===== src/tps_defs.svh =====
// Register indices, field positions, reset values and timing counts of the timer prescaler
`ifndef TPS_DEFS_SVH
`define TPS_DEFS_SVH

// Register indices; the byte address is four times the index
`define TPS_IDX_TIMER 8'h01
`define TPS_IDX_INTCTL 8'h0B
`define TPS_IDX_OPTION 8'h81

// Option register fields
`define TPS_OPT_RATE_LSB 0
`define TPS_OPT_RATE_MSB 2
`define TPS_OPT_OWNER 3
`define TPS_OPT_EDGE 4
`define TPS_OPT_SRC 5

// Interrupt control fields
`define TPS_INT_FLAG 2
`define TPS_INT_EN 5

// Reset values
`define TPS_RST_OPTION 8'hFF
`define TPS_RST_INTCTL 8'h00
`define TPS_RST_TIMER 8'h00

// Timing
`define TPS_MCLK_NS 50
`define TPS_INSTR_NS 200
`define TPS_INSTR_CYC (`TPS_INSTR_NS / `TPS_MCLK_NS)
`define TPS_WR_INHIBIT 2'h2

`endif


===== src/tps_pkg.sv =====
// Types shared by the timer prescaler modules
package tps_pkg;
    typedef enum logic {
        TPS_OWN_TIMER,
        TPS_OWN_WDT
    } tps_owner_t;
    typedef logic [2:0] tps_rate_t;
endpackage : tps_pkg


===== src/tps_tick_if.sv =====
// Signals between the timer core and the shared prescaler
`timescale 1ns/1ns
interface tps_tick_if;
    logic event_;
    logic clear;
    tps_pkg::tps_owner_t owner;
    tps_pkg::tps_rate_t rate;
    logic out;
    modport core (output event_, clear, owner, rate, input out);
    modport pre (input event_, clear, owner, rate, output out);
endinterface : tps_tick_if


===== src/tps_prescaler.sv =====
// Shared prescaler: counts events and emits one pulse per selected ratio
`timescale 1ns/1ns
module tps_prescaler #(
    parameter int WIDTH = 8
) (
    // Clock and reset
    input wire logic mclk,
    input wire logic rst_n,
    // Core side
    tps_tick_if.pre tick
);
    logic [WIDTH-1:0] count;
    logic [3:0] shift;
    logic [WIDTH-1:0] mask;

    function automatic logic [WIDTH-1:0] lowMask(input logic [3:0] n);
        lowMask = (WIDTH'(1) << n) - WIDTH'(1);
    endfunction : lowMask

    // Timer divides by 2^(rate+1), watchdog by 2^rate
    always_comb begin
        shift = {1'b0, tick.rate};
        if (tick.owner == tps_pkg::TPS_OWN_TIMER) begin
            shift = shift + 4'h1;
        end
    end
    assign mask = lowMask(shift);
    assign tick.out = tick.event_ && ((count & mask) == mask);

    // Count is internal only; no path reads or loads it from outside
    always_ff @(posedge mclk or negedge rst_n) begin
        if (!rst_n) begin
            count <= '0;
        end else if (tick.clear) begin
            count <= '0;
        end else if (tick.event_) begin
            count <= count + WIDTH'(1);
        end
    end
endmodule : tps_prescaler


===== src/tps_edge_sync.sv =====
// Synchronises the external count pin and picks the counting edge
`timescale 1ns/1ns
module tps_edge_sync (
    // Clock and reset
    input wire logic mclk,
    input wire logic rst_n,
    // Pin and edge choice
    input wire logic countPin,
    input wire logic fallingSel,
    // Edge pulse
    output logic edgeEvent
);
    logic sync1;
    logic sync2;
    logic prev;

    always_ff @(posedge mclk or negedge rst_n) begin
        if (!rst_n) begin
            sync1 <= 1'b0;
            sync2 <= 1'b0;
            prev <= 1'b0;
        end else begin
            sync1 <= countPin;
            sync2 <= sync1;
            prev <= sync2;
        end
    end

    assign edgeEvent = fallingSel ? (prev && !sync2) : (sync2 && !prev);
endmodule : tps_edge_sync


===== src/tps_timer.sv =====
// Timer core with shared watchdog/timer prescaler and APB registers
// Contract
// - Prescaler serves timer or watchdog only; the other runs unscaled.
// - Prescaler count cannot be read or loaded by software.
// - Owner bit and three-bit rate live in option bits 3:0.
// - Any timer register write clears prescaler while timer owns it.
// - Watchdog clear instruction clears prescaler while watchdog owns it.
// - Timer write leaves the owner bit unchanged.
// - Timer ratio is 2 times two to the rate: 1:2 to 1:256.
// - Watchdog ratio is two to the rate: 1:1 to 1:128.
// - Source bit clear counts instruction cycles, set counts pin edges.
// - Edge bit clear counts rising pin edges, set counts falling.
// - Wrap FFh to 00h sets sticky flag; enable bit masks interrupt.
// - Timer write suppresses increments for the next two instruction cycles.
`timescale 1ns/1ns
`include "tps_defs.svh"
module tps_timer #(
    parameter int INSTR_CYC = `TPS_INSTR_CYC,
    parameter int PRE_WIDTH = 8
) (
    // Clock and reset
    input wire logic mclk,
    input wire logic rst_n,
    // APB slave
    input wire logic [11:0] paddr,
    input wire logic psel,
    input wire logic penable,
    input wire logic pwrite,
    input wire logic [31:0] pwdata,
    output logic [31:0] prdata,
    output logic pready,
    output logic pslverr,
    // External count pin
    input wire logic countPin,
    // Watchdog side
    input wire logic wdtClear,
    input wire logic wdtTimeout,
    output logic wdtTimeoutScaled,
    // Interrupt
    output logic irq
);
    logic [7:0] optionCfg;
    logic [7:0] intCtl;
    logic [7:0] timerCount;
    logic [7:0] instrCnt;
    logic instrTick;
    logic pinEdge;
    logic srcEvent;
    logic timerStep;
    logic timerInc;
    logic [1:0] inhibit;
    logic setup;
    logic access;
    logic apbWr;
    logic hitTimer;
    logic hitIntCtl;
    logic hitOption;
    logic wrTimer;
    logic wrIntCtl;
    logic wrOption;
    logic overflow;
    logic next_flag;
    tps_pkg::tps_owner_t owner;

    tps_tick_if tick ();

    function automatic logic [11:0] regAddr(input logic [7:0] idx);
        regAddr = {2'b00, idx, 2'b00};
    endfunction : regAddr

    // Instruction cycle enable from the master clock
    always_ff @(posedge mclk or negedge rst_n) begin
        if (!rst_n) begin
            instrCnt <= 8'h00;
        end else if (instrCnt == 8'(INSTR_CYC - 1)) begin
            instrCnt <= 8'h00;
        end else begin
            instrCnt <= instrCnt + 8'h01;
        end
    end
    assign instrTick = (instrCnt == 8'(INSTR_CYC - 1));

    tps_edge_sync u_edge (
        .mclk(mclk),
        .rst_n(rst_n),
        .countPin(countPin),
        .fallingSel(optionCfg[`TPS_OPT_EDGE]),
        .edgeEvent(pinEdge)
    );

    // Count source and prescaler routing
    assign srcEvent = optionCfg[`TPS_OPT_SRC] ? pinEdge : instrTick;
    assign owner = tps_pkg::tps_owner_t'(optionCfg[`TPS_OPT_OWNER]);

    assign tick.owner = owner;
    assign tick.rate = optionCfg[`TPS_OPT_RATE_MSB:`TPS_OPT_RATE_LSB];
    assign tick.event_ = (owner == tps_pkg::TPS_OWN_TIMER) ? srcEvent : wdtTimeout;
    assign tick.clear = (owner == tps_pkg::TPS_OWN_TIMER) ? wrTimer : wdtClear;

    tps_prescaler #(
        .WIDTH(PRE_WIDTH)
    ) u_pre (
        .mclk(mclk),
        .rst_n(rst_n),
        .tick(tick)
    );

    // Unscaled path for whichever party does not own the prescaler
    assign timerStep = (owner == tps_pkg::TPS_OWN_TIMER) ? tick.out : srcEvent;
    assign wdtTimeoutScaled = (owner == tps_pkg::TPS_OWN_WDT) ? tick.out : wdtTimeout;
    assign timerInc = timerStep && (inhibit == 2'h0);
    assign overflow = timerInc && (timerCount == 8'hFF);

    // APB decode
    assign setup = psel && !penable;
    assign access = psel && penable;
    assign apbWr = access && pwrite;
    assign hitTimer = (paddr == regAddr(`TPS_IDX_TIMER));
    assign hitIntCtl = (paddr == regAddr(`TPS_IDX_INTCTL));
    assign hitOption = (paddr == regAddr(`TPS_IDX_OPTION));
    assign wrTimer = apbWr && hitTimer;
    assign wrIntCtl = apbWr && hitIntCtl;
    assign wrOption = apbWr && hitOption;
    assign pready = access;
    assign pslverr = access && !(hitTimer || hitIntCtl || hitOption);

    // Read data is captured in the setup phase
    always_ff @(posedge mclk or negedge rst_n) begin
        if (!rst_n) begin
            prdata <= 32'h0000_0000;
        end else if (setup && !pwrite) begin
            if (hitTimer) begin
                prdata <= {24'h00_0000, timerCount};
            end else if (hitIntCtl) begin
                prdata <= {24'h00_0000, intCtl};
            end else if (hitOption) begin
                prdata <= {24'h00_0000, optionCfg};
            end else begin
                prdata <= 32'h0000_0000;
            end
        end
    end

    // Option register; a timer write never touches it
    always_ff @(posedge mclk or negedge rst_n) begin
        if (!rst_n) begin
            optionCfg <= `TPS_RST_OPTION;
        end else if (wrOption) begin
            optionCfg <= pwdata[7:0];
        end
    end

    // Timer count: a write wins over an increment
    always_ff @(posedge mclk or negedge rst_n) begin
        if (!rst_n) begin
            timerCount <= `TPS_RST_TIMER;
        end else if (wrTimer) begin
            timerCount <= pwdata[7:0];
        end else if (timerInc) begin
            timerCount <= timerCount + 8'h01;
        end
    end

    // Increment suppression after a timer write
    always_ff @(posedge mclk or negedge rst_n) begin
        if (!rst_n) begin
            inhibit <= 2'h0;
        end else if (wrTimer) begin
            inhibit <= `TPS_WR_INHIBIT;
        end else if (instrTick && inhibit != 2'h0) begin
            inhibit <= inhibit - 2'h1;
        end
    end

    // Overflow flag: set wins over a write-one clear
    always_comb begin
        next_flag = intCtl[`TPS_INT_FLAG];
        if (wrIntCtl && pwdata[`TPS_INT_FLAG]) begin
            next_flag = 1'b0;
        end
        if (overflow) begin
            next_flag = 1'b1;
        end
    end

    always_ff @(posedge mclk or negedge rst_n) begin
        if (!rst_n) begin
            intCtl <= `TPS_RST_INTCTL;
        end else begin
            if (wrIntCtl) begin
                intCtl[7:3] <= pwdata[7:3];
                intCtl[1:0] <= pwdata[1:0];
            end
            intCtl[`TPS_INT_FLAG] <= next_flag;
        end
    end

    assign irq = intCtl[`TPS_INT_FLAG] && intCtl[`TPS_INT_EN];
endmodule : tps_timer


===== config.mk =====
export PLATFORM = sky130hd
export DESIGN_NAME = tps_timer
export DESIGN_NICKNAME = d
export VERILOG_FILES = /design/src/tps_pkg.sv /design/src/tps_tick_if.sv /design/src/tps_prescaler.sv /design/src/tps_edge_sync.sv /design/src/tps_timer.sv
export VERILOG_INCLUDE_DIRS = /design/src
export SDC_FILE = /design/constraint.sdc
export NUM_CORES = 1
export LEC_CHECK = 0
export BUFFER_PORTS_ARGS = -buffer_cell sky130_fd_sc_hd__buf_2
export CORE_ASPECT_RATIO = 0.5
export CORE_MARGIN = 10
export CORE_UTILIZATION = 47
export CTS_BUF_LIST = sky130_fd_sc_hd__clkbuf_4
export DETAILED_ROUTE_END_ITERATION = 12
export GPL_TIMING_DRIVEN = 0
export PLACE_DENSITY = 0.73
export SETUP_SLACK_MARGIN = 0.15
export SYNTH_ARGS = -nofsm -noshare
export SYNTH_HDL_FRONTEND = slang
export SYNTH_SLANG_ARGS = --single-unit
export TNS_END_PERCENT = 100

===== constraint.sdc =====
create_clock -name mclk -period 3.7 [get_ports mclk]
set_input_delay 0.37 -clock mclk [delete_from_list [all_inputs] [get_ports mclk]]
set_output_delay 0.37 -clock mclk [all_outputs]
set_load 0.02 [all_outputs]

* Word level (Yosys, flattened, before mapping)
Cells that the tools add are included.
W data, S select, Z words.
** Word-level totals
- Register bits :: 77
- Input bits :: 52
** Cells by class
- Shifts and indexed selects :: 1
- Reductions and logical operators :: 29
- Muxes and demuxes :: 19
- $add $sub $neg :: 6
- Bitwise operators :: 1
- Eq/ne operators :: 6
** Operators with widths (count)
- $mux W32 :: 2
- $mux W8 :: 6
- $add A8 B1 Y8 const B :: 3
- $logic_and A1 B1 Y1 :: 16
- $eq A12 B10 Y1 const B :: 1
- $eq A12 B3 Y1 const B :: 1
- $eq A12 B6 Y1 const B :: 1
- $reduce_bool A2 Y1 :: 5
- $and A8 B8 Y8 :: 1
- $eq A8 B2 Y1 const B :: 1
- $eq A8 B8 Y1 :: 1
- $eq A8 B8 Y1 const B :: 1
- $mux W1 :: 8
- $shl A1 B4 Y8 const A :: 1
- $sub A8 B2 Y8 const B :: 1
- $logic_not A1 Y1 :: 5
- $add A3 B1 Y4 const B :: 1
- $mux W2 :: 2
- $mux W4 :: 1
- $logic_not A2 Y1 :: 1
- $logic_or A1 B1 Y1 :: 2
- $sub A2 B1 Y2 const B :: 1

* Depth between registers and ports, before layout
Gate-level depths: netlist of the first run.
- Depth after elaboration :: 11
- Gate-level depth with buffers :: 14
- Depth with buffers taken out :: 14

* Hierarchy
From an unflattened synthesis of the first run, not the netlist that was laid out.
** Second synthesis, totals
- Cells, all modules :: 353
- Area total of the unflattened synthesis :: 3368.2 µm²
** By module, submodules not included
- tps_timer :: area each 2426.1 µm², times used 1, seq. area each 1061.0 µm², cells each 250
- tps_prescaler :: area each 844.6 µm², times used 1, seq. area each 200.2 µm², cells each 97
- tps_edge_sync :: area each 97.6 µm², times used 1, seq. area each 75.1 µm², cells each 6

* Worst setup path after synthesis of the first run
OpenSTA, ideal clock, no wires.
- Path kind :: register to output
- Start :: reg optionCfg[1]
- End :: out wdtTimeoutScaled
- Cell stages (with the launch flop) :: 12
- Path slack :: 0.430 ns
- Arrival :: 2.900 ns
- Buffers on the path :: 0
- Path through :: dfstp_2 -> ha_1 -> and2b_1 -> mux2i_1 -> o21bai_1 -> ha_1 -> inv_1 -> a2111oi_4 -> a2111oi_1 -> a41oi_2 -> nand4_1 -> a21boi_0
** On the way
- Longest elaborated chain between the ends :: 8
** Ends and longest elaborated chain
- start: declaration :: line tps_timer.sv:42 : logic [7:0] optionCfg;
- start signal: assignment :: line tps_timer.sv:147 : optionCfg <= `TPS_RST_OPTION;
- start signal: assignment :: line tps_timer.sv:149 : optionCfg <= pwdata[7:0];
- $add A3 B1 Y4 :: line tps_prescaler.sv:24 : shift = shift + 4'h1;
- $mux W4 (*) :: line tps_prescaler.sv:23 : if (tick.owner == tps_pkg::TPS_OWN_TIMER) begin
- $shl A1 B4 Y8 (*) :: line tps_prescaler.sv:17 : lowMask = (WIDTH'(1) << n) - WIDTH'(1);
- $sub A8 B2 Y8 (*) :: line tps_prescaler.sv:17
- $and A8 B8 Y8 :: line tps_prescaler.sv:28 : assign tick.out = tick.event_ && ((count & mask) == mask);
- $eq A8 B8 Y1 (*) :: line tps_prescaler.sv:28
- $logic_and A1 B1 Y1 (*) :: line tps_prescaler.sv:28
- $mux W1 (*) :: line tps_timer.sv:110 : assign wdtTimeoutScaled = (owner == tps_pkg::TPS_OWN_WDT) ? tick.out : wdtTimeout;
- end: declaration :: line tps_timer.sv:38 : output logic wdtTimeoutScaled,
Mark *: on every way between the ends. The rest lies on a longest branch, timed or not.

* Worst setup path after layout of the first run
Same ends and word-level chain as after synthesis.

==> impl_metrics.xml, run 1 <==
<?xml version="1.0" encoding="UTF-8"?>
<metrics>
  <group name="clocking">
    <metric name="clock_sinks" unit="">53</metric>
    <metric name="ctsRootBufferMaster" unit="">clkbuf_4</metric>
    <metric name="clock_network_latency_to_the_later_pin_of_the_worst_skew_pair" unit="ns">0.39</metric>
    <metric name="cts_max_level" unit="">2</metric>
    <metric name="cts_tree" unit="">done</metric>
    <metric name="cts-root-to-sink-buffers" unit="">2</metric>
    <metric name="cts-buffers-inserted" unit="">5</metric>
    <metric name="path_clk_slew" unit="ns">0.17</metric>
  </group>
  <group name="route">
    <metric name="finalWirelength" unit="µm">7320</metric>
    <metric name="number_of_vias_after_detailed_routing" unit="">2608</metric>
    <metric name="wl_per_cell" unit="µm">14.5</metric>
    <metric name="antenna_left" unit="">0</metric>
    <metric name="first_pass_iters" unit="">4</metric>
    <metric name="remaining_drc_errors" unit="">0</metric>
    <metric name="routed_via_density" unit="">5.15</metric>
    <metric name="violation_count_after_the_first_detailed_route_iteration" unit="">184</metric>
  </group>
  <group name="finish">
    <metric name="area_delta_synth_final" unit="%">16.8</metric>
    <metric name="drive_gt1_share" unit="%">32.1</metric>
    <metric name="n_antenna_cell" unit="">0</metric>
    <metric name="multiInputGateArea" unit="mm²">0.00177</metric>
    <metric name="final.fill_count" unit="">617</metric>
    <metric name="regArea" unit="mm²">0.00134</metric>
    <metric name="nets" unit="">471</metric>
    <metric name="core_occupancy_in_the_finished_layout" unit="%">56.8</metric>
    <metric name="final_cell_area" unit="mm²">0.00380</metric>
    <metric name="instances_no_fill" unit="">506</metric>
  </group>
  <group name="logic_synthesis">
    <metric name="ys_types" unit="">66</metric>
    <metric name="total_standard_cell_area_after_synthesis" unit="mm²">0.00326</metric>
    <metric name="synth.most_common_cell" unit="">dfrtp_1</metric>
    <metric name="post_synth.cell_area_avg" unit="µm²">9.64</metric>
    <metric name="synth_top_cell_by_area" unit="">dfrtp_1</metric>
    <metric name="postSynthCellCount" unit="">338</metric>
    <metric name="netlist_top_cells_area" unit="">dfrtp_1 35%, dfstp_2 6.5%, buf_4 5.8%</metric>
    <metric name="ys_seq_elements" unit="">53</metric>
    <metric name="synth_flop_cell" unit="">dfrtp_1</metric>
    <metric name="ranking_of_synthesized_cells_by_instance_count" unit="">45 x dfrtp_1, 42 x nand2_1, 25 x buf_4</metric>
    <metric name="async_flop_share" unit="%">100</metric>
    <metric name="ys.warnings.count" unit="">0</metric>
    <metric name="ys_seq_area_share" unit="%">41.0</metric>
    <metric name="synth-edff-count" unit="">0</metric>
    <metric name="synth_largest_type_area_fraction" unit="%">34.6</metric>
  </group>
  <group name="placement">
    <metric name="pre_cts_ws" unit="ns">0.144</metric>
    <metric name="postPlaceCellArea" unit="mm²">0.00365</metric>
    <metric name="dpl.cell_count" unit="">492</metric>
    <metric name="place_hpwl" unit="µm">5560</metric>
    <metric name="numPortBuffers" unit="">39</metric>
    <metric name="place.gp.congestion" unit="">0.842</metric>
  </group>
  <group name="sta">
    <metric name="finalSetupTns" unit="ns">0</metric>
    <metric name="setup_viol" unit="">0</metric>
    <metric name="max_slew.worst_pin.slew" unit="ns">1.16</metric>
    <metric name="relSlewSlack" unit="%">22.7</metric>
    <metric name="rsz0062_at_grt" unit="">yes</metric>
    <metric name="timing.final.ws_setup" unit="ns">0.150</metric>
    <metric name="max_clock_freq" unit="MHz">282</metric>
    <metric name="final.setup_skew" unit="ns">0.0184</metric>
    <metric name="period_share" unit="%">95.9</metric>
    <metric name="final_hold_viol_count" unit="">0</metric>
    <metric name="finalMaxSlewViolations" unit="">0</metric>
    <metric name="min_period" unit="ns">3.55</metric>
  </group>
  <group name="die">
    <metric name="floorplan.die.width" unit="µm">138</metric>
    <metric name="floorplan.io_pins" unit="">88</metric>
    <metric name="core_area" unit="mm²">0.00670</metric>
    <metric name="die_area" unit="mm²">0.0109</metric>
    <metric name="die_height" unit="µm">78.9</metric>
    <metric name="num_rows" unit="">21</metric>
    <metric name="floorplan.initialDensity" unit="%">48.6</metric>
  </group>
  <group name="power_and_ir_drop">
    <metric name="p_leak" unit="nW">1.78</metric>
    <metric name="power_density" unit="mW/mm²">311</metric>
    <metric name="irDropWorstVdd" unit="mV">0.211</metric>
  </group>
  <group name="outcome">
    <metric name="run_status" unit="">complete, no violations</metric>
  </group>
  <group name="setup_path">
    <metric name="worst-endpoint-arrival" unit="ns">3.18</metric>
    <metric name="setup.worst_path.class" unit="">flop to primary output</metric>
    <metric name="worst-endpoint-required" unit="ns">3.33</metric>
    <metric name="critical_path.startpoint_type" unit="">flop</metric>
    <metric name="timing.critical_path.to_type" unit="">primary output</metric>
    <metric name="cp_max_fo" unit="">7</metric>
  </group>
  <group name="min_path">
    <metric name="hold_wc_path_type" unit="">input port to flop</metric>
  </group>
  <group name="grt">
    <metric name="grt_max_degree" unit="">54</metric>
    <metric name="antenna_found_initial" unit="">0</metric>
    <metric name="grt_pass1_vias" unit="">2524</metric>
    <metric name="grt_first_pass_wirelength" unit="µm">12100</metric>
    <metric name="overflow" unit="">0</metric>
    <metric name="globalRouteTotalUtil" unit="%">13.4</metric>
  </group>
  <group name="job">
    <metric name="maximum_capacitance_violations" unit="">0</metric>
  </group>
</metrics>
-- layout make-up --
cell class | instances | area share (%)
Clock buffer | 5 | 0.987
Buffer | 36 | 6.45
Multi-Input combinational cell | 264 | 46.5
Tap cell | 92 | 3.03
Sequential cell | 53 | 35.1
Timing Repair Buffer | 45 | 6.38
Clock inverter | 3 | 0.756
Inverter | 8 | 0.789
-- what timing repair did --
| item | 4_1_cts | 5_1_grt |
|---|---|---|
| pin swaps | 2 | 6 |
| gates resized for setup | 7 | 7 |
| setup endpoints to repair | 3 | 4 |
| setup buffers | 4 | 2 |
| hold buffers | 0 | 0 |
| endpoints found under the hold margin | 0 | 0 |
-- placed cells by master (no fill, tap or decap), types with 2 or more instances in the layout --
cell type  synthesis  routed
and2b_1            2       2
a22oi_1            2       2
nor4_2             2       2
clkbuf_4           0       5
and2_1             3       3
buf_2              4      41
o21ai_1            8       8
nand4_1            3       3
o21ai_0           19      18
nor4_1             2       2
or2_2              2       2
clkbuf_1           4       3
nand4b_1           2       2
nand2b_1          11      11
nor2b_1            4       4
ha_1               6       4
nand3_1            9       9
xnor2_1           11      11
a21oi_1            5       5
o211ai_1           3       3
nor2_1            19      19
nand2_1           42      42
buf_4             25      33
dfstp_2            8       8
nor3_1             9       9
xor2_1             4       4
nor2_2             2       2
and3_1             6       6
dfrtp_1           45      45
conb_1             1      24
buf_1              2       2
inv_1              8       7
nor3b_1            4       3
or4_1              2       2
a22o_1            10      10
mux2_2            16      16
o21bai_1           2       2
nor3b_2            1       2
-- report_power, final --
| part | switching (mW) | internal (mW) | leakage [nW] |
|---|---|---|---|
| combinational | 0.123 | 0.0950 | 1.08 |
| sequential | 0.0537 | 0.631 | 0.660 |
| clock | 0.198 | 0.0830 | 0.0377 |
-- cell families after synthesis --
family,Yosys count,share of synthesized area (%)
buffers and inverters,44,8.34
adders and majority gates,6,2.30
xor gates and xnor gates,15,4.03
and+or+nand+nor,137,23.2
other,1,0.115
AOI/OAI and AO/OA,64,14.8
muxes,18,6.15
DFF,53,41.0
-- metrics by stage --
step	hold WS, ns	power, mW
finish	0.0745	1.18
global route	0.0362	1.25
CTS	0.0584	1.19
detailed placement	0.341	0.912
global placement	0.333	0.901
floorplan	0.0744	0.842
-- sequential cells by signal, summed over array words and instances (netlist names), 2 cells and up --
signal,cells
instrCnt,8
intCtl,8
optionCfg,8
timerCount,8
u_pre.count,8
inhibit,2
prdata,8
-- worst max-delay path, cell delays in order, from the launching register on --
cell	delay, ns
dfstp_2	0.61
ha_4	0.19
and2b_1	0.17
mux2i_2	0.26
o21bai_1	0.15
ha_2	0.21
inv_2	0.06
a2111oi_4	0.41
buf_4	0.18
o2111a_1	0.19
nor2_2	0.05
nand4_1	0.09
a21boi_1	0.07
buf_4	0.16
-- metal layers --
layer	vias to the layer above	global-route usage [%]	share of wire, %
li1	1300	-	-
met1	1240	16.4	44
met2	55	23.3	48
met3	13	2.76	5.9
met4	0	4.35	1.8
met5	-	0	0
-- final timing paths --
kind                       slack (ns)          endpoint         start  cells after the start
setup / recovery                 0.15  wdtTimeoutScaled  optionCfg[1]                     13
hold / removal                   0.07      u_edge.sync1      countPin                      1
setup reg to reg                 0.30     timerCount[0]  optionCfg[1]                     14
hold reg to reg                  0.38      u_edge.sync2  u_edge.sync1                      0
max in group asynchronous        2.79         intCtl[1]         rst_n                      1
min in group asynchronous        0.19       instrCnt[0]         rst_n                      1
(Power assumes the default switching activity.)
==> run 2: changes to the inputs <==
CTS_BUF_LIST = sky130_fd_sc_hd__clkbuf_16   (was sky130_fd_sc_hd__clkbuf_4)
==> run 2 against run 1 <==
Cell area is 1.7% higher. Count of clock-buffer cells in the layout stayed put. Sequential share of layout area decreased by 0.58 points. Non-clock buffer count decreased by 3. Largest cell class unchanged. Wire length rose by 0.27%. Critical path depth did not move. Critical path type unchanged. Global-route usage is 0.12 points higher. Sequential power barely moved. First-iteration DRC count fell by 6.5%.
==> impl_metrics.xml, run 2 (synthesis results as in run 1) <==
<?xml version="1.0" encoding="UTF-8"?>
<metrics>
  <group name="clocking">
    <metric name="ctsRootBufferMaster" unit="">clkbuf_16</metric>
    <metric name="cts-root-to-sink-buffers" unit="">2</metric>
    <metric name="cts-buffers-inserted" unit="">5</metric>
    <metric name="cts_tree" unit="">done</metric>
    <metric name="cts_max_level" unit="">2</metric>
    <metric name="clock_sinks" unit="">53</metric>
    <metric name="clock_network_latency_to_the_later_pin_of_the_worst_skew_pair" unit="ns">0.30</metric>
    <metric name="path_clk_slew" unit="ns">0.08</metric>
  </group>
  <group name="sta">
    <metric name="max_clock_freq" unit="MHz">288</metric>
    <metric name="min_period" unit="ns">3.47</metric>
    <metric name="max_slew.worst_pin.slew" unit="ns">1.17</metric>
    <metric name="period_share" unit="%">93.8</metric>
    <metric name="finalSetupTns" unit="ns">0</metric>
    <metric name="final_hold_viol_count" unit="">0</metric>
    <metric name="setup_viol" unit="">0</metric>
    <metric name="final.setup_skew" unit="ns">0.0104</metric>
    <metric name="rsz0062_at_grt" unit="">yes</metric>
    <metric name="relSlewSlack" unit="%">21.9</metric>
    <metric name="finalMaxSlewViolations" unit="">0</metric>
  </group>
  <group name="grt">
    <metric name="grt_first_pass_wirelength" unit="µm">12100</metric>
    <metric name="overflow" unit="">0</metric>
    <metric name="globalRouteTotalUtil" unit="%">13.6</metric>
    <metric name="grt_pass1_vias" unit="">2497</metric>
    <metric name="antenna_found_initial" unit="">0</metric>
    <metric name="grt_max_degree" unit="">54</metric>
  </group>
  <group name="power_and_ir_drop">
    <metric name="internal_power" unit="mW">0.985</metric>
    <metric name="power" unit="mW">1.38</metric>
    <metric name="power.net_switching" unit="mW">0.397</metric>
    <metric name="pwr-share-comb" unit="%">15.9</metric>
    <metric name="p_leak" unit="nW">1.80</metric>
    <metric name="power.clock.fraction" unit="%">34.5</metric>
    <metric name="seqPwrFrac" unit="%">49.6</metric>
    <metric name="swShare" unit="%">28.7</metric>
    <metric name="power_density" unit="mW/mm²">357</metric>
    <metric name="irDropWorstVdd" unit="mV">0.211</metric>
  </group>
  <group name="placement">
    <metric name="numPortBuffers" unit="">39</metric>
    <metric name="place.gp.congestion" unit="">0.842</metric>
    <metric name="postPlaceCellArea" unit="mm²">0.00365</metric>
    <metric name="dpl.cell_count" unit="">492</metric>
    <metric name="place_hpwl" unit="µm">5560</metric>
  </group>
  <group name="die">
    <metric name="floorplan.initialDensity" unit="%">48.6</metric>
    <metric name="die_area" unit="mm²">0.0109</metric>
    <metric name="floorplan.die.width" unit="µm">138</metric>
    <metric name="die_height" unit="µm">78.9</metric>
    <metric name="floorplan.io_pins" unit="">88</metric>
    <metric name="num_rows" unit="">21</metric>
    <metric name="core_area" unit="mm²">0.00670</metric>
  </group>
  <group name="route">
    <metric name="wl_per_cell" unit="µm">14.6</metric>
    <metric name="routed_via_density" unit="">5.22</metric>
    <metric name="remaining_drc_errors" unit="">0</metric>
    <metric name="finalWirelength" unit="µm">7340</metric>
    <metric name="first_pass_iters" unit="">4</metric>
    <metric name="number_of_vias_after_detailed_routing" unit="">2627</metric>
    <metric name="antenna_left" unit="">0</metric>
    <metric name="violation_count_after_the_first_detailed_route_iteration" unit="">172</metric>
  </group>
  <group name="setup_path">
    <metric name="timing.critical_path.to_type" unit="">primary output</metric>
    <metric name="critical_path.startpoint" unit="">optionCfg[1]</metric>
    <metric name="setup.worst_path.class" unit="">flop to primary output</metric>
    <metric name="worst-endpoint-arrival" unit="ns">3.10</metric>
    <metric name="timing.rr.start" unit="">optionCfg[1]</metric>
    <metric name="critical_path.startpoint_type" unit="">flop</metric>
    <metric name="cp_max_fo" unit="">6</metric>
    <metric name="worst-endpoint-required" unit="ns">3.33</metric>
  </group>
  <group name="finish">
    <metric name="layout_common_cells" unit="">45 x dfrtp_1, 42 x nand2_1, 41 x buf_2, 30 x buf_4, 24 x conb_1</metric>
    <metric name="nets" unit="">468</metric>
    <metric name="final.fill_count" unit="">608</metric>
    <metric name="final_cell_area" unit="mm²">0.00387</metric>
    <metric name="final_common_cell" unit="">dfrtp_1</metric>
    <metric name="instances_no_fill" unit="">503</metric>
    <metric name="drive_gt1_share" unit="%">31.6</metric>
    <metric name="n_antenna_cell" unit="">0</metric>
    <metric name="multiInputGateArea" unit="mm²">0.00177</metric>
    <metric name="regArea" unit="mm²">0.00134</metric>
    <metric name="area_delta_synth_final" unit="%">18.8</metric>
  </group>
  <group name="job">
    <metric name="maximum_capacitance_violations" unit="">0</metric>
  </group>
  <group name="outcome">
    <metric name="run_status" unit="">complete, no violations</metric>
  </group>
  <group name="min_path">
    <metric name="hp-start" unit="">countPin</metric>
    <metric name="hold_wc_path_type" unit="">input port to flop</metric>
  </group>
</metrics>
## run 2: cell count changes in the layout (fill, tap and decap cells not counted)
| cell | previous run | this run |
|---|---|---|
| clkbuf_16 | 0 | 5 |
| clkbuf_4 | 5 | 0 |
| a2111oi_1 | 1 | 0 |
| a2111oi_0 | 0 | 1 |
| buf_4 | 33 | 30 |
## run 2: power by group through the flow
stage / sequential, mW / combinational (mW) / clock [mW]
floorplan: 0.679 / 0.162 / 0
global placement: 0.691 / 0.210 / 0
detailed placement: 0.695 / 0.218 / 0
CTS: 0.684 / 0.220 / 0.489
global route: 0.691 / 0.250 / 0.517
finish: 0.685 / 0.220 / 0.478
## run 2: what timing repair did
item / 4_1_cts / 5_1_grt
pin swaps: 1 / 7
setup endpoints to repair: 3 / 3
buffers inserted: 1 / 2
resized for setup: 4 / 11
cloned: 0 / 0
hold buffers: 0 / 0
## run 2: area by class of cell
type | instances | share of cell area (%)
clock buffer | 5 | 3.23
inverter | 8 | 0.776
clock inverter | 3 | 0.744
timing repair buffer | 42 | 5.69
sequential | 53 | 34.5
buffer | 36 | 6.34
multi-input combinational | 264 | 45.7
tap | 92 | 2.98
## run 2: through the flow
| step | worst slack [ns] | hold WS, ns | utilization, % |
|---|---|---|---|
| global placement | 0.207 | 0.333 | 54.5 |
| finish | 0.230 | 0.179 | 57.7 |
| detailed placement | 0.144 | 0.341 | 54.5 |
| floorplan | 0.430 | 0.0744 | - |
| global route | 0.0224 | 0.162 | 57.7 |
| CTS | 0.166 | 0.174 | 57.2 |
## run 2: path summary, 6_finish.rpt
kind	to	slack (ns)	cells past startpoint
min in group asynchronous	u_edge.sync1	0.30	1
worst min register to register	u_edge.sync2	0.36	0
worst max register to register	timerCount[0]	0.30	15
worst max-delay path	wdtTimeoutScaled	0.23	13
max in group asynchronous	prdata[5]	2.67	1
worst min-delay path	u_edge.sync1	0.18	1
## run 2: layer usage
layer / track usage, % / wire length, µm / vias up
met5: 0 / 0 / -
met2: 23.4 / 3530 / 64
met4: 3.62 / 135 / 0
met3: 3.33 / 457 / 13
met1: 16.6 / 3220 / 1257
li1: - / - / 1293
## run 2: critical path, stage by stage, from the launching register on
cell,delay (ns)
dfstp_2,0.58
ha_4,0.18
and2b_1,0.17
mux2i_2,0.27
o21bai_1,0.15
ha_2,0.22
inv_2,0.06
a2111oi_4,0.40
buf_4,0.18
o2111a_1,0.21
nor2_2,0.05
nand4_1,0.11
a21boi_1,0.07
buf_4,0.16
